[src/anp_pkg.sv]
// Purpose: Shared constants and types for the partner page register bank.
// Assumes: Management addresses are five bits and registers are 16 bits.
// Notes:   Bit positions are shared by the base-page and next-page views.

package anp_pkg;

  // ---------------------------------------------------------------
  // Register addresses
  // ---------------------------------------------------------------
  localparam logic [4:0] ADDR_PARTNER   = 5'h05;
  localparam logic [4:0] ADDR_EXPANSION = 5'h06;
  localparam logic [4:0] ADDR_TX_PAGE   = 5'h07;

  // ---------------------------------------------------------------
  // Code word field positions
  // ---------------------------------------------------------------
  localparam int BIT_MORE_PAGES = 15;
  localparam int BIT_ACK        = 14;
  localparam int BIT_FAULT_MSG  = 13;
  localparam int BIT_COMPLY     = 12;
  localparam int BIT_TOGGLE     = 11;
  localparam int TECH_MSB       = 12;
  localparam int TECH_LSB       = 5;
  localparam int SEL_MSB        = 4;
  localparam int CODE_MSB       = 10;
  localparam int CODE_WIDTH     = 11;

  // ---------------------------------------------------------------
  // Expansion register field positions
  // ---------------------------------------------------------------
  localparam int EXP_PAR_FAULT  = 4;
  localparam int EXP_PARTNER_NP = 3;
  localparam int EXP_LOCAL_NP   = 2;
  localparam int EXP_PAGE_RX    = 1;
  localparam int EXP_PARTNER_AN = 0;
  localparam int EXP_RSV_LSB    = 5;

  // ---------------------------------------------------------------
  // Latched flag indices, masks and reset values
  // ---------------------------------------------------------------
  localparam int FLAG_PAR_FAULT = 0;
  localparam int FLAG_PAGE_RX   = 1;
  localparam int FLAG_COUNT     = 2;
  localparam int TECH_COUNT     = 3;

  localparam logic [15:0] TX_PAGE_WMASK = 16'hb7ff;
  localparam logic [15:0] TX_PAGE_RESET = 16'h0000;
  localparam logic [15:0] WORD_RESET    = 16'h0000;
  localparam logic        LOCAL_NP_ABLE = 1'h1;

  // ---------------------------------------------------------------
  // Types
  // ---------------------------------------------------------------
  typedef enum logic {VIEW_BASE, VIEW_NEXT} anp_view_type;

  typedef struct packed {
    anp_view_type view;
    logic         an_done;
    logic [15:0]  base_word;
    logic [15:0]  next_word;
    logic         partner_an;
    logic [15:0]  tx_page;
    logic         ack_bit;
    logic         np_sent;
    logic         toggle;
    logic [15:0]  rdata;
    logic         rvalid;
    logic [15:0]  tx_code;
  } anp_main_type;

endpackage

[src/anp_latch_if.sv]
// Purpose: Carries latched status flags between the bank and its flag unit.
// Assumes: Set and clear come from logic on the same clock.
// Notes:   Flags are sticky until cleared.

`timescale 1ns/1ps

interface anp_latch_if #(parameter int N = 2);
  logic [N-1:0] set;
  logic         clear;
  logic [N-1:0] flags;

  modport owner (input set, input clear, output flags);
  modport user  (output set, output clear, input flags);
endinterface

[src/anp_latch.sv]
// Purpose: Latch-high flags that clear on a management read.
// Assumes: One clear strobe covers every flag.
// Notes:   A set in the clearing cycle keeps its flag high.

`timescale 1ns/1ps

module anp_latch #(
  parameter int N = 2
) (
  input  wire logic clk,
  input  wire logic rst,
  anp_latch_if.owner lf
);

  typedef struct packed {
    logic [N-1:0] flags;
  } anp_latch_type;

  anp_latch_type st;
  anp_latch_type next_st;

  // ---------------------------------------------------------------
  // Flag update
  // ---------------------------------------------------------------
  always_comb begin
    next_st = st;
    if (lf.clear) begin
      next_st.flags = '0;
    end
    next_st.flags = next_st.flags | lf.set;
  end

  always_ff @(posedge clk or posedge rst) begin
    if (rst) begin
      st <= '0;
    end else begin
      st <= next_st;
    end
  end

  assign lf.flags = st.flags;
endmodule // anp_latch

[src/anp_regs.sv]
// Purpose: Partner ability, expansion and next-page transmit registers.
// Assumes: Page strobes come from the arbitration logic on the same clock.
// Notes:   Read data appear one cycle after the read strobe.

`timescale 1ns/1ps

// Overview of operation
// - Base bit 15: partner wants next pages
// - Base bit 14: partner acknowledged bursts
// - Base bit 13: partner reports a fault
// - Base bits 12:5: partner technology ability
// - Base bits 4:0: partner selector field
// - Next bit 15: more partner pages follow
// - Next bit 14: partner received our word
// - Next bit 13: message or unformatted page
// - Next bit 12: partner can comply
// - Next bit 11: partner toggle bit
// - Bits 10:0 carry eleven-bit code field
// - Parallel fault latches, cleared by read
// - Fault set on concurrent technology links
// - Expansion bit 3: partner next-page able
// - Expansion bit 2 always reads one
// - Page received latches until read
// - Expansion bit 0 partner autoneg; rest reserved
// - Transmit acknowledge bit is read-only mirror
// - Transmit toggle flips, starts inverted base
// - Registers valid after completion; restart clears done, keeps stored pages
module anp_regs
  import anp_pkg::*;
#(
  parameter int TECHS = TECH_COUNT
) (
  input  wire logic             clk,
  input  wire logic             rst,
  input  wire logic [4:0]       mgmt_addr,
  input  wire logic             mgmt_rd,
  input  wire logic             mgmt_wr,
  input  wire logic [15:0]      mgmt_wdata,
  output logic      [15:0]      mgmt_rdata,
  output logic                  mgmt_rvalid,
  input  wire logic             an_restart,
  input  wire logic             an_complete,
  input  wire logic             rx_page_valid,
  input  wire logic             rx_page_is_base,
  input  wire logic [15:0]      rx_code_word,
  input  wire logic             partner_autoneg_capable,
  input  wire logic [TECHS-1:0] tech_link_ok,
  input  wire logic             local_base_toggle,
  input  wire logic             tx_ack_bit,
  input  wire logic             tx_page_sent,
  output logic      [15:0]      tx_code_word,
  output logic                  autoneg_done
);

  anp_main_type st;
  anp_main_type next_st;

  anp_latch_if #(.N(FLAG_COUNT)) lf ();

  // ---------------------------------------------------------------
  // Helpers
  // ---------------------------------------------------------------
  function automatic logic more_than_one(input logic [TECHS-1:0] v);
    return |(v & (v - TECHS'(1)));
  endfunction

  function automatic logic cur_toggle(input anp_main_type s, input logic base_t);
    return s.np_sent ? s.toggle : ~base_t;
  endfunction

  function automatic logic [15:0] tx_word(input anp_main_type s, input logic base_t);
    logic [15:0] w;
    w = s.tx_page & TX_PAGE_WMASK;
    w[BIT_ACK] = s.ack_bit;
    w[BIT_TOGGLE] = cur_toggle(s, base_t);
    return w;
  endfunction

  // ---------------------------------------------------------------
  // Flag unit
  // ---------------------------------------------------------------
  anp_latch #(
    .N   (FLAG_COUNT)
  ) u_flags (
    .clk (clk),
    .rst (rst),
    .lf  (lf.owner)
  );

  always_comb begin
    lf.set = '0;
    lf.set[FLAG_PAR_FAULT] = more_than_one(tech_link_ok);
    lf.set[FLAG_PAGE_RX] = rx_page_valid;
    lf.clear = mgmt_rd && (mgmt_addr == ADDR_EXPANSION);
  end

  // ---------------------------------------------------------------
  // Next state
  // ---------------------------------------------------------------
  always_comb begin
    next_st = st;
    next_st.rvalid = mgmt_rd;
    next_st.ack_bit = tx_ack_bit;
    next_st.partner_an = partner_autoneg_capable;

    if (an_complete) begin
      next_st.an_done = 1'h1;
    end

    if (rx_page_valid) begin
      if (rx_page_is_base) begin
        next_st.base_word = rx_code_word;
      end else begin
        next_st.next_word = rx_code_word;
      end
    end

    unique case (st.view)
      VIEW_BASE: begin
        if (rx_page_valid && !rx_page_is_base) begin
          next_st.view = VIEW_NEXT;
        end
      end
      VIEW_NEXT: begin
        next_st.view = VIEW_NEXT;
      end
    endcase

    if (tx_page_sent) begin
      next_st.toggle = ~cur_toggle(st, local_base_toggle);
      next_st.np_sent = 1'h1;
    end

    if (mgmt_wr && (mgmt_addr == ADDR_TX_PAGE)) begin
      next_st.tx_page = mgmt_wdata & TX_PAGE_WMASK;
    end

    next_st.rdata = WORD_RESET;
    if (mgmt_rd) begin
      unique case (mgmt_addr)
        ADDR_PARTNER: begin
          next_st.rdata = (st.view == VIEW_NEXT) ? st.next_word : st.base_word;
        end
        ADDR_EXPANSION: begin
          next_st.rdata[EXP_PAR_FAULT] = lf.flags[FLAG_PAR_FAULT];
          next_st.rdata[EXP_PARTNER_NP] = st.base_word[BIT_MORE_PAGES];
          next_st.rdata[EXP_LOCAL_NP] = LOCAL_NP_ABLE;
          next_st.rdata[EXP_PAGE_RX] = lf.flags[FLAG_PAGE_RX];
          next_st.rdata[EXP_PARTNER_AN] = st.partner_an;
        end
        ADDR_TX_PAGE: begin
          next_st.rdata = tx_word(st, local_base_toggle);
        end
        default: begin
          next_st.rdata = WORD_RESET;
        end
      endcase
    end

    next_st.tx_code = tx_word(st, local_base_toggle);

    if (an_restart) begin
      next_st.an_done = 1'h0;
      next_st.view = VIEW_BASE;
      next_st.np_sent = 1'h0;
    end
  end

  // ---------------------------------------------------------------
  // State register
  // ---------------------------------------------------------------
  always_ff @(posedge clk or posedge rst) begin
    if (rst) begin
      st <= '0;
    end else begin
      st <= next_st;
    end
  end

  assign mgmt_rdata   = st.rdata;
  assign mgmt_rvalid  = st.rvalid;
  assign tx_code_word = st.tx_code;
  assign autoneg_done = st.an_done;
endmodule // anp_regs

[config.mk]
export PLATFORM = sky130hd
export DESIGN_NAME = anp_regs
export DESIGN_NICKNAME = d
export VERILOG_FILES = /design/src/anp_pkg.sv /design/src/anp_latch_if.sv /design/src/anp_latch.sv /design/src/anp_regs.sv
export SDC_FILE = /design/constraint.sdc
export NUM_CORES = 1
export LEC_CHECK = 0
export ABC_CLOCK_PERIOD_IN_PS = 3700
export BUFFER_PORTS_ARGS = -buffer_cell sky130_fd_sc_hd__buf_2
export CAP_MARGIN = 15
export CELL_PAD_IN_SITES_DETAIL_PLACEMENT = 1
export CELL_PAD_IN_SITES_GLOBAL_PLACEMENT = 1
export CORE_ASPECT_RATIO = 1.75
export CORE_UTILIZATION = 43
export CTS_CLUSTER_SIZE = 10
export DETAILED_ROUTE_END_ITERATION = 10
export GPL_TIMING_DRIVEN = 0
export HOLD_SLACK_MARGIN = 0.08
export PLACE_DENSITY_LB_ADDON = 0.08
export SLEW_MARGIN = 20
export SYNTH_ARGS = -nofsm -noshare
export SYNTH_HDL_FRONTEND = slang
export SYNTH_HIERARCHICAL = 1
export SYNTH_SLANG_ARGS = --single-unit
[constraint.sdc]
create_clock -name clk -period 3.7 [get_ports clk]
set_input_delay 0.555 -clock clk [delete_from_list [all_inputs] [get_ports clk]]
set_output_delay 0.555 -clock clk [all_outputs]
set_load 0.03 [all_outputs]
-- Word level (Yosys, flattened, before mapping)
Cells that the tools add are included.
- add/subtract/negate cells: 1
- equality and inequality tests: 3
- multiplexer cells: 12
- bitwise logic cells: 6
- reduce and logical (&&, ||, !) cells: 9
- operator list (operator ; number):
    $mux W16 ; 2
    $pmux W11 S2 ; 1
    $eq A5 B3 Y1 const B ; 3
    $pmux W5 S3 ; 1
    $mux W2 ; 3
    $mux W1 ; 4
    $not A1 Y1 ; 4
    $reduce_and A2 Y1 ; 2
    $reduce_bool A2 Y1 ; 2
    $and A3 B3 Y3 ; 1
    $logic_and A1 B1 Y1 ; 3
    $reduce_or A3 Y1 ; 1
    $sub A3 B1 Y3 const B ; 1
    $or A2 B2 Y2 ; 1
    $pmux W1 S2 ; 1
    $logic_not A1 Y1 ; 1
- flip-flop bits (word level): 87
- input port bits: 52
- output and inout port bits: 34
- word-level logic and storage cells: 44

-- Depth between registers and ports, before layout
Gate-level depths: netlist of the first run.
- word-level depth: 5
- mapped depth: 5
- depth with buffers taken out: 4

-- Cells and area by module
Netlist of the first run, hierarchy kept.
- modules (own cells, without submodules) (module ; times used ; cells an instance ; area an instance (um^2) ; sequential area each (um^2)):
    anp_regs ; 1 ; 238 ; 3513.4 ; 2127.0
    anp_latch ; 1 ; 6 ; 72.6 ; 50.0

-- Worst setup path after synthesis of the first run
Ideal clock, no wire load.
- path kind: input to register
- start point: input mgmt_addr[1]
- end point: register st (netlist bit next_st[0])
- setup time: 0.125 ns
- data arrival time: 1.580 ns
- data required time: 3.575 ns
- setup slack: 1.995 ns
- stages on the path: 5
- buffers on the path: 2
- path through: buf_6 nand3_4 nor4b_4 buf_6 mux2_4
- longest elaborated chain between the ends: 2
- RTL lines (what ; line ; RTL):
    start: declaration ; anp_regs.sv:35 ; input wire logic [4:0] mgmt_addr,
    $eq A5 B3 Y1 ; anp_regs.sv:134 ; if (mgmt_wr && (mgmt_addr == ADDR_TX_PAGE)) begin
    $logic_and A1 B1 Y1 ; anp_regs.sv:134 ;
    end signal: assignment ; anp_regs.sv:176 ; st <= next_st;
    end: declaration ; anp_regs.sv:55 ; anp_main_type st;
Every way passes these cells.
A chain may end at the register's enable or synchronous reset.

-- Worst setup path after layout of the first run
- start point: input mgmt_addr[0]
- end point: register st (netlist bit next_st[5])
Same word-level chain as after synthesis.

==> results of run 1 <==
==> critical path: cells and delay by family <==
family | cells | cell delay, ps
buffers and inverters | 2 | 390
and+or+nand+nor | 2 | 540
muxes | 1 | 320
==> where the power goes <==
| part | total, mW | internal (mW) | switching [mW] |
|---|---|---|---|
| registers | 1.14 | 1.07 | 0.0643 |
| logic | 0.385 | 0.199 | 0.187 |
| clock network | 0.951 | 0.604 | 0.348 |
| total | 2.47 | 1.87 | 0.598 |
==> registers in the layout (all words and copies together) (netlist names) <==
signal / flops
next_st: 15
mgmt_rvalid: 1
st: 36
u_flags/lf.flags: 2
mgmt_rdata: 16
autoneg_done: 1
tx_code_word: 16
==> cells in the mapped netlist <==
master     instances  area [um2]
a21oi_1            2       10.01
nand4bb_1          1       11.26
nor2b_1            1       6.260
nor2_1            13       48.80
dfrtp_1           87        2177
a22oi_1            4       30.03
clkbuf_1           1       3.750
maj3_1             1       10.01
mux2_2            45       506.7
buf_6              3       33.78
inv_1              4       15.01
and2b_2            1       8.760
mux2_4            10       150.1
o2bb2ai_1         11       96.34
buf_4             32       240.2
nand2b_1           1       6.260
buf_2              7       35.03
nor4b_4            1       23.77
nand2_1            2       7.510
a21o_1             2       15.01
nand3_4            1       17.52
nor3b_1            1       7.510
mux2i_1           12       120.1
nor3_1             1       5.000
==> final cells by class <==
| class | count | share of cell area |
|---|---|---|
| clock buffer | 11 | 0.05446 |
| multi-input combinational | 110 | 0.2426 |
| buffer | 43 | 0.07019 |
| timing repair buffer | 83 | 0.09938 |
| sequential | 87 | 0.4885 |
| inverter | 4 | 0.003930 |
| clock inverter | 4 | 0.01572 |
| tap | 90 | 0.02527 |
==> worst max-delay path by stage <==
| stage | startpoint | to | cells past startpoint | slack, ps |
|---|---|---|---|---|
| finish | mgmt_addr[0] | next_st[5] | 5 | 2090 |
| global route | mgmt_addr[0] | next_st[8] | 5 | 2000 |
| detailed placement | mgmt_addr[0] | next_st[5] | 5 | 1710 |
| CTS | mgmt_addr[0] | next_st[5] | 5 | 2070 |
| floorplan | rst | autoneg_done | 1 | 950 |
| global placement | rst | next_st[6] | 2 | -20 |
==> metal layers <==
metal | vias to the layer above | part of all wire
met2 | 58 | 0.56
met3 | 11 | 0.044
li1 | 995 | -
met1 | 1095 | 0.38
met5 | - | 0
met4 | 0 | 0.021
==> per-stage QoR <==
stage | hold WS (ps) | setup WS [ps] | total power, mW | setup TNS, ps
6_report | 324.2 | 2092 | 2.473 | 0
5_1_grt | 304.0 | 2002 | 2.581 | 0
4_1_cts | 309.7 | 2068 | 2.506 | 0
3_5_place_dp | 366.4 | 1712 | 1.541 | 0
3_3_place_gp | 377.8 | -15.01 | 1.522 | -942.1
2_1_floorplan | 296.2 | 951.5 | 1.421 | 0
==> repair_timing <==
item	4_1_cts	5_1_grt
hold endpoints to repair	2	0
hold buffers	1	0
setup endpoints to repair	0	0
==> cells by family (layout without fill, tap and decap cells) <==
kind of cell    count (synthesis)  in the layout
simple gates                   23             23
flops                          87             87
buf+inv                        47            145
mux                            67             67
compound gates                 19             19
fa+ha+maj                       1              1
==> flow_summary.yaml, run 1 <==
placement:
  io_buffer_count: 81
  half_perimeter_wire_length_of_the_detailed_placement_result_mm: 5.097
  numPlacedInstances: 416
  gp_routability_congestion: 0.6990
  placed_area_um2: 4134
worst_setup_path:
  worst_path_most_repeated_cell: "buf_6"
  crit_slowest_cell: "nor4b_4"
  timing.reg2reg.worst_path_depth: 4
  arrival_ps: 1820
  reg2reg_slack_ps: 2280
  worstSetupStartpointType: "primary input"
  critical_path_class: "primary input to flip-flop"
  worst_r2r_startpoint: "st[86]"
  timing.critical_path.cells: "buf_6 > nand3_4 > nor4b_4 > buf_6 > mux2_4"
  cpPeakStageDelay_ps: 470
  critical_path.max_fanout: 10
  crit-reg2reg-capture: "mgmt_rdata[13]"
  crit_path_end_kind: "flip-flop"
  cp_data_required_time_ps: 3920
cells_and_area:
  multi_input_area_um2: 1081
  most-common-layout-cells: "buf_2 (88), dfrtp_1 (87), mux2_2 (45), buf_4 (32), nor2_1 (13)"
  postLayoutCellArea_um2: 4457
  layout-area-overhead-vs-synth_pct: 24.28
  ant_cells: 0
  final_common_cell: "buf_2"
  finish.utilization: 0.5560
  final_nets: 390
  fillers: 811
  regArea_um2: 2177
  stdcell_count: 432
  drive_gt1_frac: 0.5760
pwr:
  power_density_nw_per_um2: 554.8
  vdd_drop_max_uv: 275.6
  static-leakage-power_nw: 2.213
sta:
  slew_violations: 0
  period_minus_slack_ps: 1608
  unrepaired_setup_endpoints_after_global_routing: "false"
  final-setup-viol-count: 0
  transition_time_of_the_tightest_slew_check_pin_ps: 524.8
  worst_clock_skew_ps: 7.293
  maxSlewHeadroom: 0.6487
  timing.final.hold_violations: 0
  fmax_mhz: 622.1
  min_period_over_period: 0.4345
global_routing:
  grt_remaining_overflow: 0
  busiest_layer: "met2"
  vias_in_the_first_global_route: 2406
  met3_usage: 0.05008
  met1_track_demand_over_resource: 0.2036
  gr-usage-met2: 0.3359
  grt_start_max_net_pins: 59
  antenna_found_initial: 0
  grt_use_total: 0.1871
  grt_first_pass_wirelength_mm: 11.87
outcome:
  run_status: "finished with violations"
  failed_checks: "design-rule violations"
route:
  drt-wirelength-per-cell_um: 16.82
  detailedRoute.firstPassIterationCount: 9
  ant_nets: 0
  num_vias: 2159
  drt_iter0_markers: 98
  drc_errors: 4
  post_drt_via_cell_ratio: 4.998
  wl_mm: 7.266
clock_tree:
  cts_made_buffers: 9
  cts_htree_levels: 3
  cts_tree: "built"
  worstSkewPairLatency_ps: 340
  post_cts.repair.setup_buffers: 0
  worst_setup_hold_path_clk_slew_ps: 60
  clock_tree.buffer_depth: 2
  cts_resized: 0
  numClockSinks: 87
  clock_tree.root_cell: "clkbuf_16"
min_path:
  timing.hold.worst.class: "primary input to flip-flop"
  min_from: "tx_ack_bit"
  hold-path-cell-count: 1
  hold_path_end: "next_st[14]"
synth:
  synth.net_count: 296
  post_synth_fa_ha_maj_area_fraction: 0.002791
  syn_avg_cell_area_um2: 14.70
  post_synth_num_cell_types: 24
  yosysSeqAreaShare: 0.6071
  synth_warnings: 6
  synth.mux.area_fraction: 0.2167
  synth-xor-area-share: 0
  largest_family_of_logic_cells_by_synthesized_area: "multiplexers"
  postSynthCellCount: 244
  post_synth_instance_area_um2: 3586
  synth_simple_gate_area_share: 0.03978
  share_of_the_synthesized_area_in_compound_gates_ao_oa_aoi_oai: 0.04222
  ys_seq_elements: 87
die:
  die_height_um: 122.8
  std_cell_rows: 43
  dieArea_um2: 8723
  floorplan.io_pins: 86
  die-width_um: 71.03
  design.core.area_um2: 8016
  floorplan.initialDensity: 0.4473
flow_run:
  drv.max_cap_violation_count: 0
No activity file was read; power rests on OpenSTA's default activity.
==> inputs of run 2 (changes only) <==
Settings changed: ABC_CLOCK_PERIOD_IN_PS 3700 to 1590.
Clock period 3.7 ns to 1.59 ns, I/O delays scaled along.
==> flow_summary.yaml, run 2 (synthesized netlist as in run 1, its figures left out) <==
outcome:
  run_status: "finished with violations"
  failed_checks: "design-rule violations"
die:
  floorplan.initialDensity: 0.4473
  die_height_um: 122.8
  dieArea_um2: 8723
  std_cell_rows: 43
  die-width_um: 71.03
  design.core.area_um2: 8016
  floorplan.io_pins: 86
min_path:
  timing.hold.worst.class: "primary input to flip-flop"
  hold-path-cell-count: 2
global_routing:
  grt_use_total: 0.1875
  vias_in_the_first_global_route: 2336
  grt_start_max_net_pins: 36
  antenna_found_initial: 0
  grt_first_pass_wirelength_mm: 11.75
  grt_remaining_overflow: 0
route:
  drc_errors: 5
  post_drt_via_cell_ratio: 4.945
  dr_wl_met3_um: 335
  num_vias: 2161
  detailedRoute.firstPassIterationCount: 7
  met1_length_mm: 2.765
  ant_nets: 0
  wl_mm: 7.311
  met2WireLength_mm: 4.074
  drt-wirelength-per-cell_um: 16.73
  top_layer_used: "met4"
  drt_iter0_markers: 87
pwr:
  power_density_nw_per_um2: 1262
  static-leakage-power_nw: 2.221
  vdd_drop_max_uv: 634.5
sta:
  transition_time_of_the_tightest_slew_check_pin_ps: 582.2
  timing.final.hold_violations: 0
  slew_violations: 0
  maxSlewHeadroom: 0.6111
  final-setup-viol-count: 0
  unrepaired_setup_endpoints_after_global_routing: "false"
  worst_clock_skew_ps: 5.255
  fmax_mhz: 711.7
  min_period_over_period: 0.8837
  period_minus_slack_ps: 1405
clock_tree:
  worstSkewPairLatency_ps: 340
  clock_tree.root_cell: "clkbuf_16"
  post_cts.repair.setup_buffers: 0
  cts_made_buffers: 9
  clock_tree.buffer_depth: 2
  numClockSinks: 87
  worst_setup_hold_path_clk_slew_ps: 60
  cts_tree: "built"
  cts_resized: 0
  cts_htree_levels: 3
cells_and_area:
  final_nets: 395
  layout-area-overhead-vs-synth_pct: 25.40
  ant_cells: 0
  stdcell_count: 437
  register_with_the_most_flip_flops: "st"
  most-common-layout-cells: "buf_2 (88), dfrtp_1 (87), mux2_2 (45), buf_4 (32), nor2_1 (13)"
  postLayoutCellArea_um2: 4497
  number_of_flip_flops_in_the_largest_register: 36
  drive_gt1_frac: 0.5706
  final_common_cell: "buf_2"
worst_setup_path:
  critical_path_class: "flip-flop to flip-flop"
  path_buf_inv: 2
  crit_slowest_cell: "buf_2"
  arrival_ps: 1620
  cpPeakStageDelay_ps: 350
  worst_path_most_repeated_cell: "buf_2"
  crit_path_end_kind: "flip-flop"
  timing.critical_path.depth: 4
  worstSetupStartpointType: "flip-flop"
  cp_data_required_time_ps: 1800
  timing.reg2reg.worst_path_depth: 4
  timing.critical_path.cells: "buf_2 > buf_2 > mux2i_1 > o2bb2ai_1"
  critical_path.top_delay_family: "buffers and inverters"
  critical_path.max_fanout: 10
  reg2reg_slack_ps: 180
placement:
  placed_area_um2: 4148
  numPlacedInstances: 417
  gp_routability_congestion: 0.7059
  io_buffer_count: 81
  half_perimeter_wire_length_of_the_detailed_placement_result_mm: 5.243
flow_run:
  drv.max_cap_violation_count: 0
## run 2: path summary, 6_finish.rpt
check | start | endpoint
setup / recovery | st[86] | mgmt_rdata[12]
hold / removal | tx_page_sent | st[33]
setup reg to reg | st[86] | mgmt_rdata[12]
hold reg to reg | next_st[14] | tx_code_word[14]
max in group asynchronous | rst | next_st[9]
min in group asynchronous | rst | u_flags/lf.flags[0]
## run 2: what timing repair did
| action | in CTS | in global routing |
|---|---|---|
| setup endpoints to repair | 0 | 0 |
| endpoints found under the hold margin | 28 | 0 |
| hold buffers | 5 | 0 |
## run 2: layout make-up
cell class                 count  area, um2
buffer                        43      312.8
multi-input combinational    110       1081
timing repair buffer          88      495.5
sequential                    87       2177
fill                         802       3520
inverter                       4      18.77
clock inverter                 3      42.54
clock buffer                  12      256.5
tap                           90      112.6
## run 2: stage by stage
stage               hold slack [ps]  setup slack [ps]  setup TNS, ps  total power [mW]    util
detailed placement            121.1            -61.03         -528.9             3.593  0.5174
floorplan                    -20.32             201.1              0             3.306       -
global placement              122.8            -217.5         -18530             3.544  0.5124
CTS                           88.59             131.4              0             5.754  0.5609
global route                  98.57             79.13              0             5.943  0.5609
finish                        96.15             184.9              0             5.674  0.5609
## run 2: layer usage
layer | GRT usage | up-vias
li1 | - | 1006
met1 | 0.2016 | 1082
met2 | 0.3389 | 62
met3 | 0.05337 | 11
met4 | 0.08250 | 0
met5 | 0 | -
## run 2: where the power goes
part | internal (mW) | switching, mW | leakage, nW
clock network | 1.29 | 0.836 | 0.145
logic | 0.471 | 0.434 | 0.994
registers | 2.49 | 0.147 | 1.08
## run 2: worst reg2reg max path: stages (launching register included)
cell and delay [ps]:
dfrtp_1 320, buf_2 230, buf_2 350, mux2i_1 280, o2bb2ai_1 100
